`src/pcdr_pkg.sv`:
```
// Package for the PCS-to-fabric double rate and sideband block.
// Assumes a single 125 MHz clock domain; slower rates come from enable pulses.
package pcdr_pkg;
	localparam int HALF_W = 40;
	localparam int FULL_W = 80;
	localparam int BYTE_W = 10;
	localparam int WORD20_W = 20;
	localparam int MIN_DR_W = 10;
	localparam int FAST_LEN = 8;
	localparam int SLOW_LEN = 32;
	localparam int FAST_HOLD_CYC = 10;
	localparam int SLOW_HOLD_CYC = 120;
	localparam int CLK_MHZ = 125;
	localparam int FAST_HOLD_NS = 17;
	localparam int SLOW_HOLD_NS = 201;
	// Chain shift rate: one enable per clock; figures above are oscillator cycles.
	localparam int FAST_DIV = 1;
	localparam int SLOW_DIV = (SLOW_HOLD_NS * CLK_MHZ + 999) / 1000 / SLOW_HOLD_CYC + 1;
	localparam int CNT_W = 8;
	localparam logic MARK_LOWER = 1'b0;
	localparam logic MARK_UPPER = 1'b1;

	typedef enum logic [2:0] {
		PCDR_PATH_STD = 3'h1,
		PCDR_PATH_ENH = 3'h2,
		PCDR_PATH_DIR = 3'h4
	} pcdr_path_e;

	typedef struct packed {
		logic mark;
		logic [HALF_W-1:0] data;
	} pcdr_half_s;

	typedef enum logic [2:0] {
		PCDR_CH_LOAD = 3'h1,
		PCDR_CH_SHIFT = 3'h2,
		PCDR_CH_UPDATE = 3'h4
	} pcdr_chain_e;
endpackage

```
`src/pcdr_core.sv`:
```
// Top of the PCS-to-fabric interface: byte reversal, double rate split and
// merge with word marking, and sideband transfer over fast and slow chains.
// Assumes fabric-side levels (double rate request, swap enable, sideband) arrive from outside this clock and are synchronised here.
`timescale 1ns/1ns
module pcdr_core #(
	parameter bit TX_BYTE_REV = 1'b0,
	parameter int PCS_FIFO_W = 40,
	parameter int CORE_FIFO_W = 40,
	parameter pcdr_pkg::pcdr_path_e PATH = pcdr_pkg::PCDR_PATH_STD,
	parameter int IF_W = 40
) (
	input wire logic clock,
	input wire logic rst,
	input wire logic double_rate_req,
	output logic double_rate_active,
	input wire logic rx_byte_swap_en,
	input wire pcdr_pkg::pcdr_half_s tx_half_in,
	input wire logic tx_half_valid,
	output logic [pcdr_pkg::FULL_W-1:0] tx_pma_word,
	output logic tx_pma_valid,
	input wire logic [pcdr_pkg::FULL_W-1:0] rx_pma_word,
	input wire logic rx_pma_valid,
	output pcdr_pkg::pcdr_half_s rx_half_out,
	output logic rx_half_valid,
	input wire logic [pcdr_pkg::FAST_LEN-1:0] fast_sideband_chain_in,
	output logic [pcdr_pkg::FAST_LEN-1:0] fast_sideband_chain_out,
	input wire logic [pcdr_pkg::SLOW_LEN-1:0] slow_sideband_chain_in,
	output logic [pcdr_pkg::SLOW_LEN-1:0] slow_sideband_chain_out
);
	import pcdr_pkg::*;

	// ==========================================================
	// Helpers
	// Swap the two ten-bit bytes of each twenty-bit word; bit order inside kept.
	function automatic logic [HALF_W-1:0] byte_rev(input logic [HALF_W-1:0] d);
		logic [HALF_W-1:0] r;
		r = d;
		for (int w = 0; w < HALF_W / WORD20_W; w++) begin
			r[w*WORD20_W +: BYTE_W] = d[w*WORD20_W+BYTE_W +: BYTE_W];
			r[w*WORD20_W+BYTE_W +: BYTE_W] = d[w*WORD20_W +: BYTE_W];
		end
		return r;
	endfunction

	// Widths of ten bits or less can never run double rate.
	localparam bit DR_ALLOWED = (PCS_FIFO_W > MIN_DR_W) && (CORE_FIFO_W > MIN_DR_W);
	// Configurations whose receive marking runs upside down.
	localparam bit RX_MARK_INV = ((PATH == PCDR_PATH_ENH) && (IF_W == 32)) ||
		((PATH == PCDR_PATH_DIR) && (IF_W == 16 || IF_W == 20 || IF_W == 32));
	// Transmit reversal only in standard low latency / basic modes, all channels.
	localparam bit TX_REV_ON = TX_BYTE_REV && (PATH == PCDR_PATH_STD);
	localparam bit RX_REV_OK = (PATH == PCDR_PATH_STD);

	// ==========================================================
	// Synchronisers for asynchronous fabric-side levels
	logic [1:0] dr_sync;
	logic [1:0] swap_sync;
	always_ff @(posedge clock or posedge rst) begin
		if (rst) begin
			dr_sync <= '0;
			swap_sync <= '0;
		end else begin
			dr_sync <= {dr_sync[0], double_rate_req};
			swap_sync <= {swap_sync[0], rx_byte_swap_en};
		end
	end

	logic dr_on;
	logic swap_on;
	assign dr_on = dr_sync[1] && DR_ALLOWED;
	assign swap_on = swap_sync[1] && RX_REV_OK;

	always_ff @(posedge clock or posedge rst) begin
		if (rst) begin
			double_rate_active <= 1'b0;
		end else begin
			double_rate_active <= dr_on;
		end
	end

	// ==========================================================
	// Transmit path: two forty-bit halves merge into one eighty-bit word.
	// The fast side is modelled by a half per valid beat, the PMA side by one
	// full word every second beat, which is the 2:1 clock ratio in enable form.
	logic [HALF_W-1:0] tx_lower;
	logic tx_have_lower;
	logic [HALF_W-1:0] tx_data_rev;
	assign tx_data_rev = TX_REV_ON ? byte_rev(tx_half_in.data) : tx_half_in.data;

	always_ff @(posedge clock or posedge rst) begin
		if (rst) begin
			tx_lower <= '0;
			tx_have_lower <= 1'b0;
		end else if (!dr_on) begin
			// Pairing restarts at a lower-marked half on every entry to double rate,
			// so a half left over from before the mode change never pairs.
			tx_have_lower <= 1'b0;
		end else if (tx_half_valid) begin
			// Fabric marks the lower half low, the upper half high.
			if (tx_half_in.mark == MARK_LOWER) begin
				tx_lower <= tx_data_rev;
				tx_have_lower <= 1'b1;
			end else begin
				tx_have_lower <= 1'b0;
			end
		end
	end

	always_ff @(posedge clock or posedge rst) begin
		if (rst) begin
			tx_pma_word <= '0;
			tx_pma_valid <= 1'b0;
		end else begin
			tx_pma_valid <= 1'b0;
			if (tx_half_valid) begin
				if (dr_on) begin
					// An upper half without a lower one is dropped rather than
					// paired with stale data.
					if (tx_half_in.mark == MARK_UPPER && tx_have_lower) begin
						tx_pma_word <= {tx_data_rev, tx_lower};
						tx_pma_valid <= 1'b1;
					end
				end else begin
					// Single rate: equal widths through, marking ignored.
					tx_pma_word <= {{(FULL_W-HALF_W){1'b0}}, tx_data_rev};
					tx_pma_valid <= 1'b1;
				end
			end
		end
	end

	// ==========================================================
	// Receive path: one eighty-bit word splits into two marked halves.
	logic [HALF_W-1:0] rx_upper;
	logic rx_upper_pend;

	always_ff @(posedge clock or posedge rst) begin
		if (rst) begin
			rx_half_out <= '0;
			rx_half_valid <= 1'b0;
			rx_upper <= '0;
			rx_upper_pend <= 1'b0;
		end else begin
			rx_half_valid <= 1'b0;
			if (rx_pma_valid) begin
				if (dr_on) begin
					// Lower half first, upper on the next cycle unless a new word arrives and replaces it.
					rx_half_out.data <= swap_on ? byte_rev(rx_pma_word[HALF_W-1:0])
						: rx_pma_word[HALF_W-1:0];
					rx_half_out.mark <= MARK_LOWER ^ RX_MARK_INV;
					rx_half_valid <= 1'b1;
					rx_upper <= rx_pma_word[FULL_W-1:HALF_W];
					rx_upper_pend <= 1'b1;
				end else begin
					rx_half_out.data <= swap_on ? byte_rev(rx_pma_word[HALF_W-1:0])
						: rx_pma_word[HALF_W-1:0];
					rx_half_out.mark <= 1'b0;
					rx_half_valid <= 1'b1;
					rx_upper_pend <= 1'b0;
				end
			end else if (rx_upper_pend) begin
				rx_half_out.data <= swap_on ? byte_rev(rx_upper) : rx_upper;
				rx_half_out.mark <= MARK_UPPER ^ RX_MARK_INV;
				rx_half_valid <= 1'b1;
				rx_upper_pend <= 1'b0;
			end
		end
	end

	// ==========================================================
	// Sideband transfer: inbound levels are synchronised, then chained out.
	logic [FAST_LEN-1:0] fast_s1;
	logic [FAST_LEN-1:0] fast_s2;
	logic [SLOW_LEN-1:0] slow_s1;
	logic [SLOW_LEN-1:0] slow_s2;
	always_ff @(posedge clock or posedge rst) begin
		if (rst) begin
			fast_s1 <= '0;
			fast_s2 <= '0;
			slow_s1 <= '0;
			slow_s2 <= '0;
		end else begin
			fast_s1 <= fast_sideband_chain_in;
			fast_s2 <= fast_s1;
			slow_s1 <= slow_sideband_chain_in;
			slow_s2 <= slow_s1;
		end
	end

	// Short chain for timing-critical signals, long one for the rest.
	pcdr_sideband_chain #(
		.LEN(FAST_LEN),
		.DIV(FAST_DIV)
	) u_fast (
		.clock(clock),
		.rst(rst),
		.sb_in(fast_s2),
		.sb_out(fast_sideband_chain_out),
		.update_done()
	);

	pcdr_sideband_chain #(
		.LEN(SLOW_LEN),
		.DIV(SLOW_DIV)
	) u_slow (
		.clock(clock),
		.rst(rst),
		.sb_in(slow_s2),
		.sb_out(slow_sideband_chain_out),
		.update_done()
	);
endmodule

```
`src/pcdr_sideband_chain.sv`:
```
// One sideband shift chain: capture, serial shift, then update of outputs.
// Assumes inputs are already synchronised and held long enough by the fabric.
`timescale 1ns/1ns
module pcdr_sideband_chain #(
	parameter int LEN = 8,
	parameter int DIV = 1
) (
	input wire logic clock,
	input wire logic rst,
	input wire logic [LEN-1:0] sb_in,
	output logic [LEN-1:0] sb_out,
	output logic update_done
);
	import pcdr_pkg::*;

	pcdr_chain_e state;
	logic [LEN-1:0] shreg;
	logic [CNT_W-1:0] bit_cnt;
	logic [CNT_W-1:0] div_cnt;
	logic tick;

	// ==========================================================
	// Shift rate divider
	always_ff @(posedge clock or posedge rst) begin
		if (rst) begin
			div_cnt <= '0;
		end else if (div_cnt == CNT_W'(DIV - 1)) begin
			div_cnt <= '0;
		end else begin
			div_cnt <= div_cnt + 1'b1;
		end
	end
	assign tick = (div_cnt == CNT_W'(DIV - 1));

	// ==========================================================
	// Capture, shift and update sequence
	always_ff @(posedge clock or posedge rst) begin
		if (rst) begin
			state <= PCDR_CH_LOAD;
			shreg <= '0;
			bit_cnt <= '0;
		end else if (tick) begin
			case (state)
				PCDR_CH_LOAD: begin
					shreg <= sb_in;
					bit_cnt <= '0;
					state <= PCDR_CH_SHIFT;
				end
				PCDR_CH_SHIFT: begin
					// Rotation brings the word back to its place after LEN shifts.
					shreg <= {shreg[0], shreg[LEN-1:1]};
					bit_cnt <= bit_cnt + 1'b1;
					if (bit_cnt == CNT_W'(LEN - 1)) begin
						state <= PCDR_CH_UPDATE;
					end
				end
				PCDR_CH_UPDATE: begin
					state <= PCDR_CH_LOAD;
				end
				default: begin
					state <= PCDR_CH_LOAD;
				end
			endcase
		end
	end

	// Outputs move only once a full pass has finished, never mid-shift.
	always_ff @(posedge clock or posedge rst) begin
		if (rst) begin
			sb_out <= '0;
			update_done <= 1'b0;
		end else begin
			update_done <= tick && (state == PCDR_CH_UPDATE);
			if (tick && state == PCDR_CH_UPDATE) begin
				sb_out <= shreg;
			end
		end
	end

endmodule

```
`config.mk`:
```
export PLATFORM = sky130hd
export DESIGN_NAME = pcdr_core
export DESIGN_NICKNAME = d
export VERILOG_FILES = /design/src/pcdr_pkg.sv /design/src/pcdr_core.sv /design/src/pcdr_sideband_chain.sv
export SDC_FILE = /design/constraint.sdc
export NUM_CORES = 1
export LEC_CHECK = 0
export ABC_AREA = 1
export BUFFER_PORTS_ARGS = -buffer_cell sky130_fd_sc_hd__buf_2
export CORE_ASPECT_RATIO = 0.6
export CORE_MARGIN = 8
export CORE_UTILIZATION = 55
export CTS_CLUSTER_SIZE = 40
export DETAILED_ROUTE_END_ITERATION = 10
export GPL_ROUTABILITY_DRIVEN = 0
export PLACE_DENSITY = 0.9
export RECOVER_POWER = 50
export SYNTH_ARGS = -nofsm -noshare
export SYNTH_HDL_FRONTEND = slang
export SYNTH_SLANG_ARGS = --single-unit
export TNS_END_PERCENT = 1
```
`constraint.sdc`:
```
create_clock -name clock -period 30.6 [get_ports clock]
set_input_delay 4.59 -clock clock [delete_from_list [all_inputs] [get_ports clock]]
set_output_delay 4.59 -clock clock [all_outputs]
set_load 0.01 [all_outputs]
```
# Word-level counts from Yosys, hierarchy flattened
# Cells that the tools add are included.
# classes
n_reduce_logical	15
n_bitwise	1
addsub	4
mux	26
eq_ne	12
# ops
operator	count
$mux W80	2
$mux W41	2
$mux W40	2
$pmux W32 S2	1
$pmux W8 S2	3
$add A8 B1 Y8 const B	4
$logic_not A8 Y1	2
$mux W8	2
$pmux W3 S2	2
$reduce_and A2 Y1	6
$mux W1	10
$eq A8 B3 Y1 const B	1
$eq A8 B5 Y1 const B	1
$eq A3 B1 Y1 const B	2
$eq A3 B2 Y1 const B	2
$eq A3 B3 Y1 const B	2
$mux W3	2
$ne A2 B1 Y1 const B	3
$reduce_bool A2 Y1	3
$logic_and A1 B1 Y1	3
$reduce_and A3 Y1	1
$ne A2 B2 Y1 const B	1
$not A1 Y1	1
# totals
register_bits	408
out_inout_bits	164
elab_cells	84
input_bits	167

# Depth between registers and ports, before layout
# depth
word_depth	4
ltp_mapped	10
mapped_depth_nobuf	8

# Cells and area by module
# Synthesis repeated with hierarchy kept, for this count alone.
# hier_totals
cells_unflattened	2043
area_unflattened_um2	17523.1
# by_module_without_submodules
module	area_each_um2	n_inst	cells_per_inst	seq_area_each_um2
pcdr_core	11847.6	1	1384	7257.0
pcdr_sideband_chain (u_slow)	3872.5	1	443	2103.3
pcdr_sideband_chain (u_fast)	1803.0	1	216	902.1

# Least setup slack after synthesis
# Ideal clock, no wire load.
# synth_path
kind	in2reg
start	in rx_pma_valid
end	reg rx_half_out[18] in the netlist's numbering
setup_time_ns	0.082
setup_slack_ns	25.097
path_stages	6
n_path_buf	2
required_time_ns	30.518
arrival_time_ns	5.421
cell_sequence	buf_2 -> inv_1 -> nand2_1 -> clkbuf_1 -> nor2_1 -> a31oi_1
# synth_between
elab_chain_cells	1
# synth_rtl
item	line	rtl
start: declaration	pcdr_core.sv:22	input wire logic rx_pma_valid,
$mux W41 or $reduce_bool A2 Y1 (tied branches)	n/a	
end: declaration	pcdr_core.sv:23	output pcdr_pkg::pcdr_half_s rx_half_out,
# Several ways; a longest one is shown, not always the timed one.
# A chain may end at the register's enable or synchronous reset.

==> flow_summary.ini <==
[run_status]
run_status = finished with violations
violations = max-capacitance violations, max-slew violations

[logic_synthesis]
synth_cells = 1815
yosysSeqAreaShare = 0.618
synth.cell_area_mm2 = 0.0165
async_reset_ff_frac = 1.00
synth_area_per_cell_um2 = 9.11
synth_ff_type = dfrtp_1
synth.distinct_cells = 31
syn_nets = 1988
synth_edf_count = 0
synth_warnings = 0
ys_seq_elements = 408

[cells_and_area]
finalNonFillerCells = 2534
multi_input_area_mm2 = 0.00501
fill_cells = 2310
area_delta_synth_final_pct = 17.2
seqCellArea_mm2 = 0.0102
drive_gt1_frac = 0.137
layout.nets = 2263

[placed_design]
place_inst = 2459
port_buffers = 330
dp_hpwl_um = 31500

[critical_path]
cp.arrival_ps = 9380
path_max_fanout = 108
path_delay_family = buffers and inverters
r2r_cells = 4
r2r_setup_slack_ps = 26570
crit_path_top_delay_cell = clkinvlp_2
reg2reg_from = dr_sync[1]$_DFF_PP0_
crit_start = rst
worst-path-stages = 4
crit_path_end = u_slow.sb_out[14]$_DFFE_PP0P_
critPathKind = in -> async
cp_common_cell = buf_4
cp_slowest_stage_delay_ps = 2650
critPathBufInv = 4
crit_path_end_kind = asynchronous set/reset pin
rr_endpoint = tx_pma_word[73]$_DFFE_PP0P_
crit_chain = clkbuf_1 > clkinvlp_2 > buf_4 > buf_4
start_kind = input port
crit_required_ps = 31100

[timing]
layout_min_cycle_time_ps = 8870
maxSlewViolCount = 501
fin_crit_sh = 0.290
skew_ps = 13.5
fmaxAchievable_mhz = 113
max_slew_margin = -2.21
tns_ps = 0
setup_violations = 0
rsz0062_at_grt = no
tightest_slew_ps = 4790
hold_violations = 0

[clocking]
post_cts_buffers = 0
clock_latency_ps = 540
clock_tree.root_cell = clkbuf_16
clockBufferDepth = 3
cts_buffers = 37
ctsResizeCount = 0
htreeDepth = 2
cts.sinks = 408
hold_buffers = 0
cts_tree = done
clk_pin_slew_ps = 60

[floorplan]
die_area_mm2 = 0.0360
die_y_um = 150
ios = 331
start_util = 0.556
rows = 49
die_x_um = 240
core_mm2 = 0.0297

[power_and_ir_drop]
leakage_nw = 9.53
ir_drop_mv = 0.0370
power.density_mw_per_mm2 = 62.7

[drt]
ant_nets = 0
vias = 13900
wl_um = 45800
drt_iter0_drc = 1359
viasPerCell = 5.48
drc_errors = 0
drt-wirelength-per-cell_um = 18.1
dr.pass1.iters = 6

[flow_run]
drv_cap = 8

[global_routing]
grt_first_pass_wirelength_um = 71100
overflow = 0
grt_pass1_vias = 13600
grt_max_degree = 119
antenna_found_initial = 13
track_usage = 0.246

[min_path]
hp-class = reg -> reg
## Yosys cell counts (2+ instances only)
| library cell | number | area (um^2) |
|---|---|---|
| nand2_2 | 2 | 12.5 |
| nand3_1 | 51 | 255 |
| o21ai_1 | 14 | 70.1 |
| nor3b_1 | 2 | 15.0 |
| nand2_1 | 364 | 1370 |
| o21ai_2 | 2 | 17.5 |
| ha_1 | 6 | 75.1 |
| buf_1 | 8 | 30.0 |
| xor2_1 | 8 | 70.1 |
| buf_6 | 3 | 33.8 |
| o211ai_1 | 20 | 150 |
| o21bai_1 | 3 | 22.5 |
| o22ai_1 | 40 | 250 |
| a31oi_1 | 20 | 125 |
| a21oi_1 | 143 | 716 |
| nor3_1 | 5 | 25.0 |
| inv_2 | 2 | 7.51 |
| nor2_1 | 141 | 529 |
| nand3b_1 | 2 | 15.0 |
| inv_1 | 215 | 807 |
| buf_2 | 35 | 175 |
| dfstp_2 | 2 | 52.6 |
| dfrtp_1 | 406 | 10200 |
| clkbuf_1 | 59 | 221 |
| o21ai_0 | 256 | 1280 |
## layer usage
layer / up-vias / track usage / wire [um]
li1: 6404 / - / -
met1: 6741 / 0.314 / 18000
met2: 625 / 0.397 / 21800
met3: 109 / 0.0616 / 3920
met4: 4 / 0.114 / 2070
met5: - / 0 / 22
## kinds of logic (layout without fill, tap and decap cells)
logic type               after synthesis  in the layout  synth area share
AO/OA/AOI/OAI                        498            498             0.159
buffers and inverters                325            625            0.0781
XOR/XNOR                               8              8           0.00424
flip-flops                           408            408             0.618
other                                  0             11                 0
AND/OR/NAND/NOR                      570            570             0.136
adder cells (fa/ha/maj)                6              6           0.00454
## worst min path at each step
stage	end	slack, ps	cells past startpoint	startpoint
2_1_floorplan	dr_sync[1]$_DFF_PP0_	330	0	dr_sync[0]$_DFF_PP0_
3_3_place_gp	slow_s2[9]$_DFF_PP0_	330	0	slow_s1[9]$_DFF_PP0_
3_5_place_dp	slow_s2[29]$_DFF_PP0_	330	0	slow_s1[29]$_DFF_PP0_
4_1_cts	slow_s2[29]$_DFF_PP0_	350	0	slow_s1[29]$_DFF_PP0_
5_1_grt	slow_s2[2]$_DFF_PP0_	350	0	slow_s1[2]$_DFF_PP0_
6_report	slow_s2[11]$_DFF_PP0_	350	0	slow_s1[11]$_DFF_PP0_
## worst reg2reg max path, cell delays in order, from the launching register on
cell,delay [ps]
dfrtp_1,810
buf_4,510
a21oi_1,250
clkbuf_1,1890
o22ai_1,290
## flip-flops by register name, summed over array words and instances (netlist names), 32 cells and up
| register | flops |
|---|---|
| u_slow.sb_out | 32 |
| u_slow.shreg | 32 |
| rx_upper | 40 |
| tx_pma_word | 80 |
| slow_s2 | 32 |
| slow_s1 | 32 |
| tx_lower | 40 |
| rx_half_out | 41 |
## metrics by stage
stage / util / hold slack [ps] / cell area (um^2) / setup WS, ps / power [W]
final: 0.651 / 348 / 19400 / 21730 / 0.00122
after global routing: 0.651 / 354 / 19400 / 20600 / 0.00126
after CTS: 0.658 / 349 / 19600 / 23890 / 0.00122
after detailed placement: 0.617 / 335 / 18300 / 23310 / 0.000755
after global placement: 0.617 / 332 / 18300 / 23380 / 0.000747
after floorplan: - / 331 / 16500 / 14660 / 0.000691
## final cells by class
class                           count  share of cell area
Timing Repair Buffer              343              0.0821
Antenna cell                       11             0.00142
Tap cell                          408              0.0264
Clock buffer                       51              0.0543
Clock inverter                     13             0.00782
Multi-Input combinational cell   1082               0.258
Sequential cell                   408               0.527
Inverter                          218              0.0423
## layout by cell type (no fill, tap or decap), types with 20 or more instances in the layout
master     count
buf_2        218
dfrtp_1      405
clkbuf_1     126
nor2_1       142
o211ai_1      20
o22ai_1       40
o21ai_0      272
a31oi_1       20
nand3_1       51
nand2_1      363
a21oi_1      143
inv_1        215
clkbuf_16     39
## report_power, final
group / switching [W] / internal, W / leakage [nW]
registers: 0.0000254 / 0.000584 / 4.94
clock network: 0.000204 / 0.000267 / 0.596
logic: 0.0000884 / 0.0000458 / 4.00
total: 0.000318 / 0.000897 / 9.53
No activity file was read; power rests on OpenSTA's default activity.
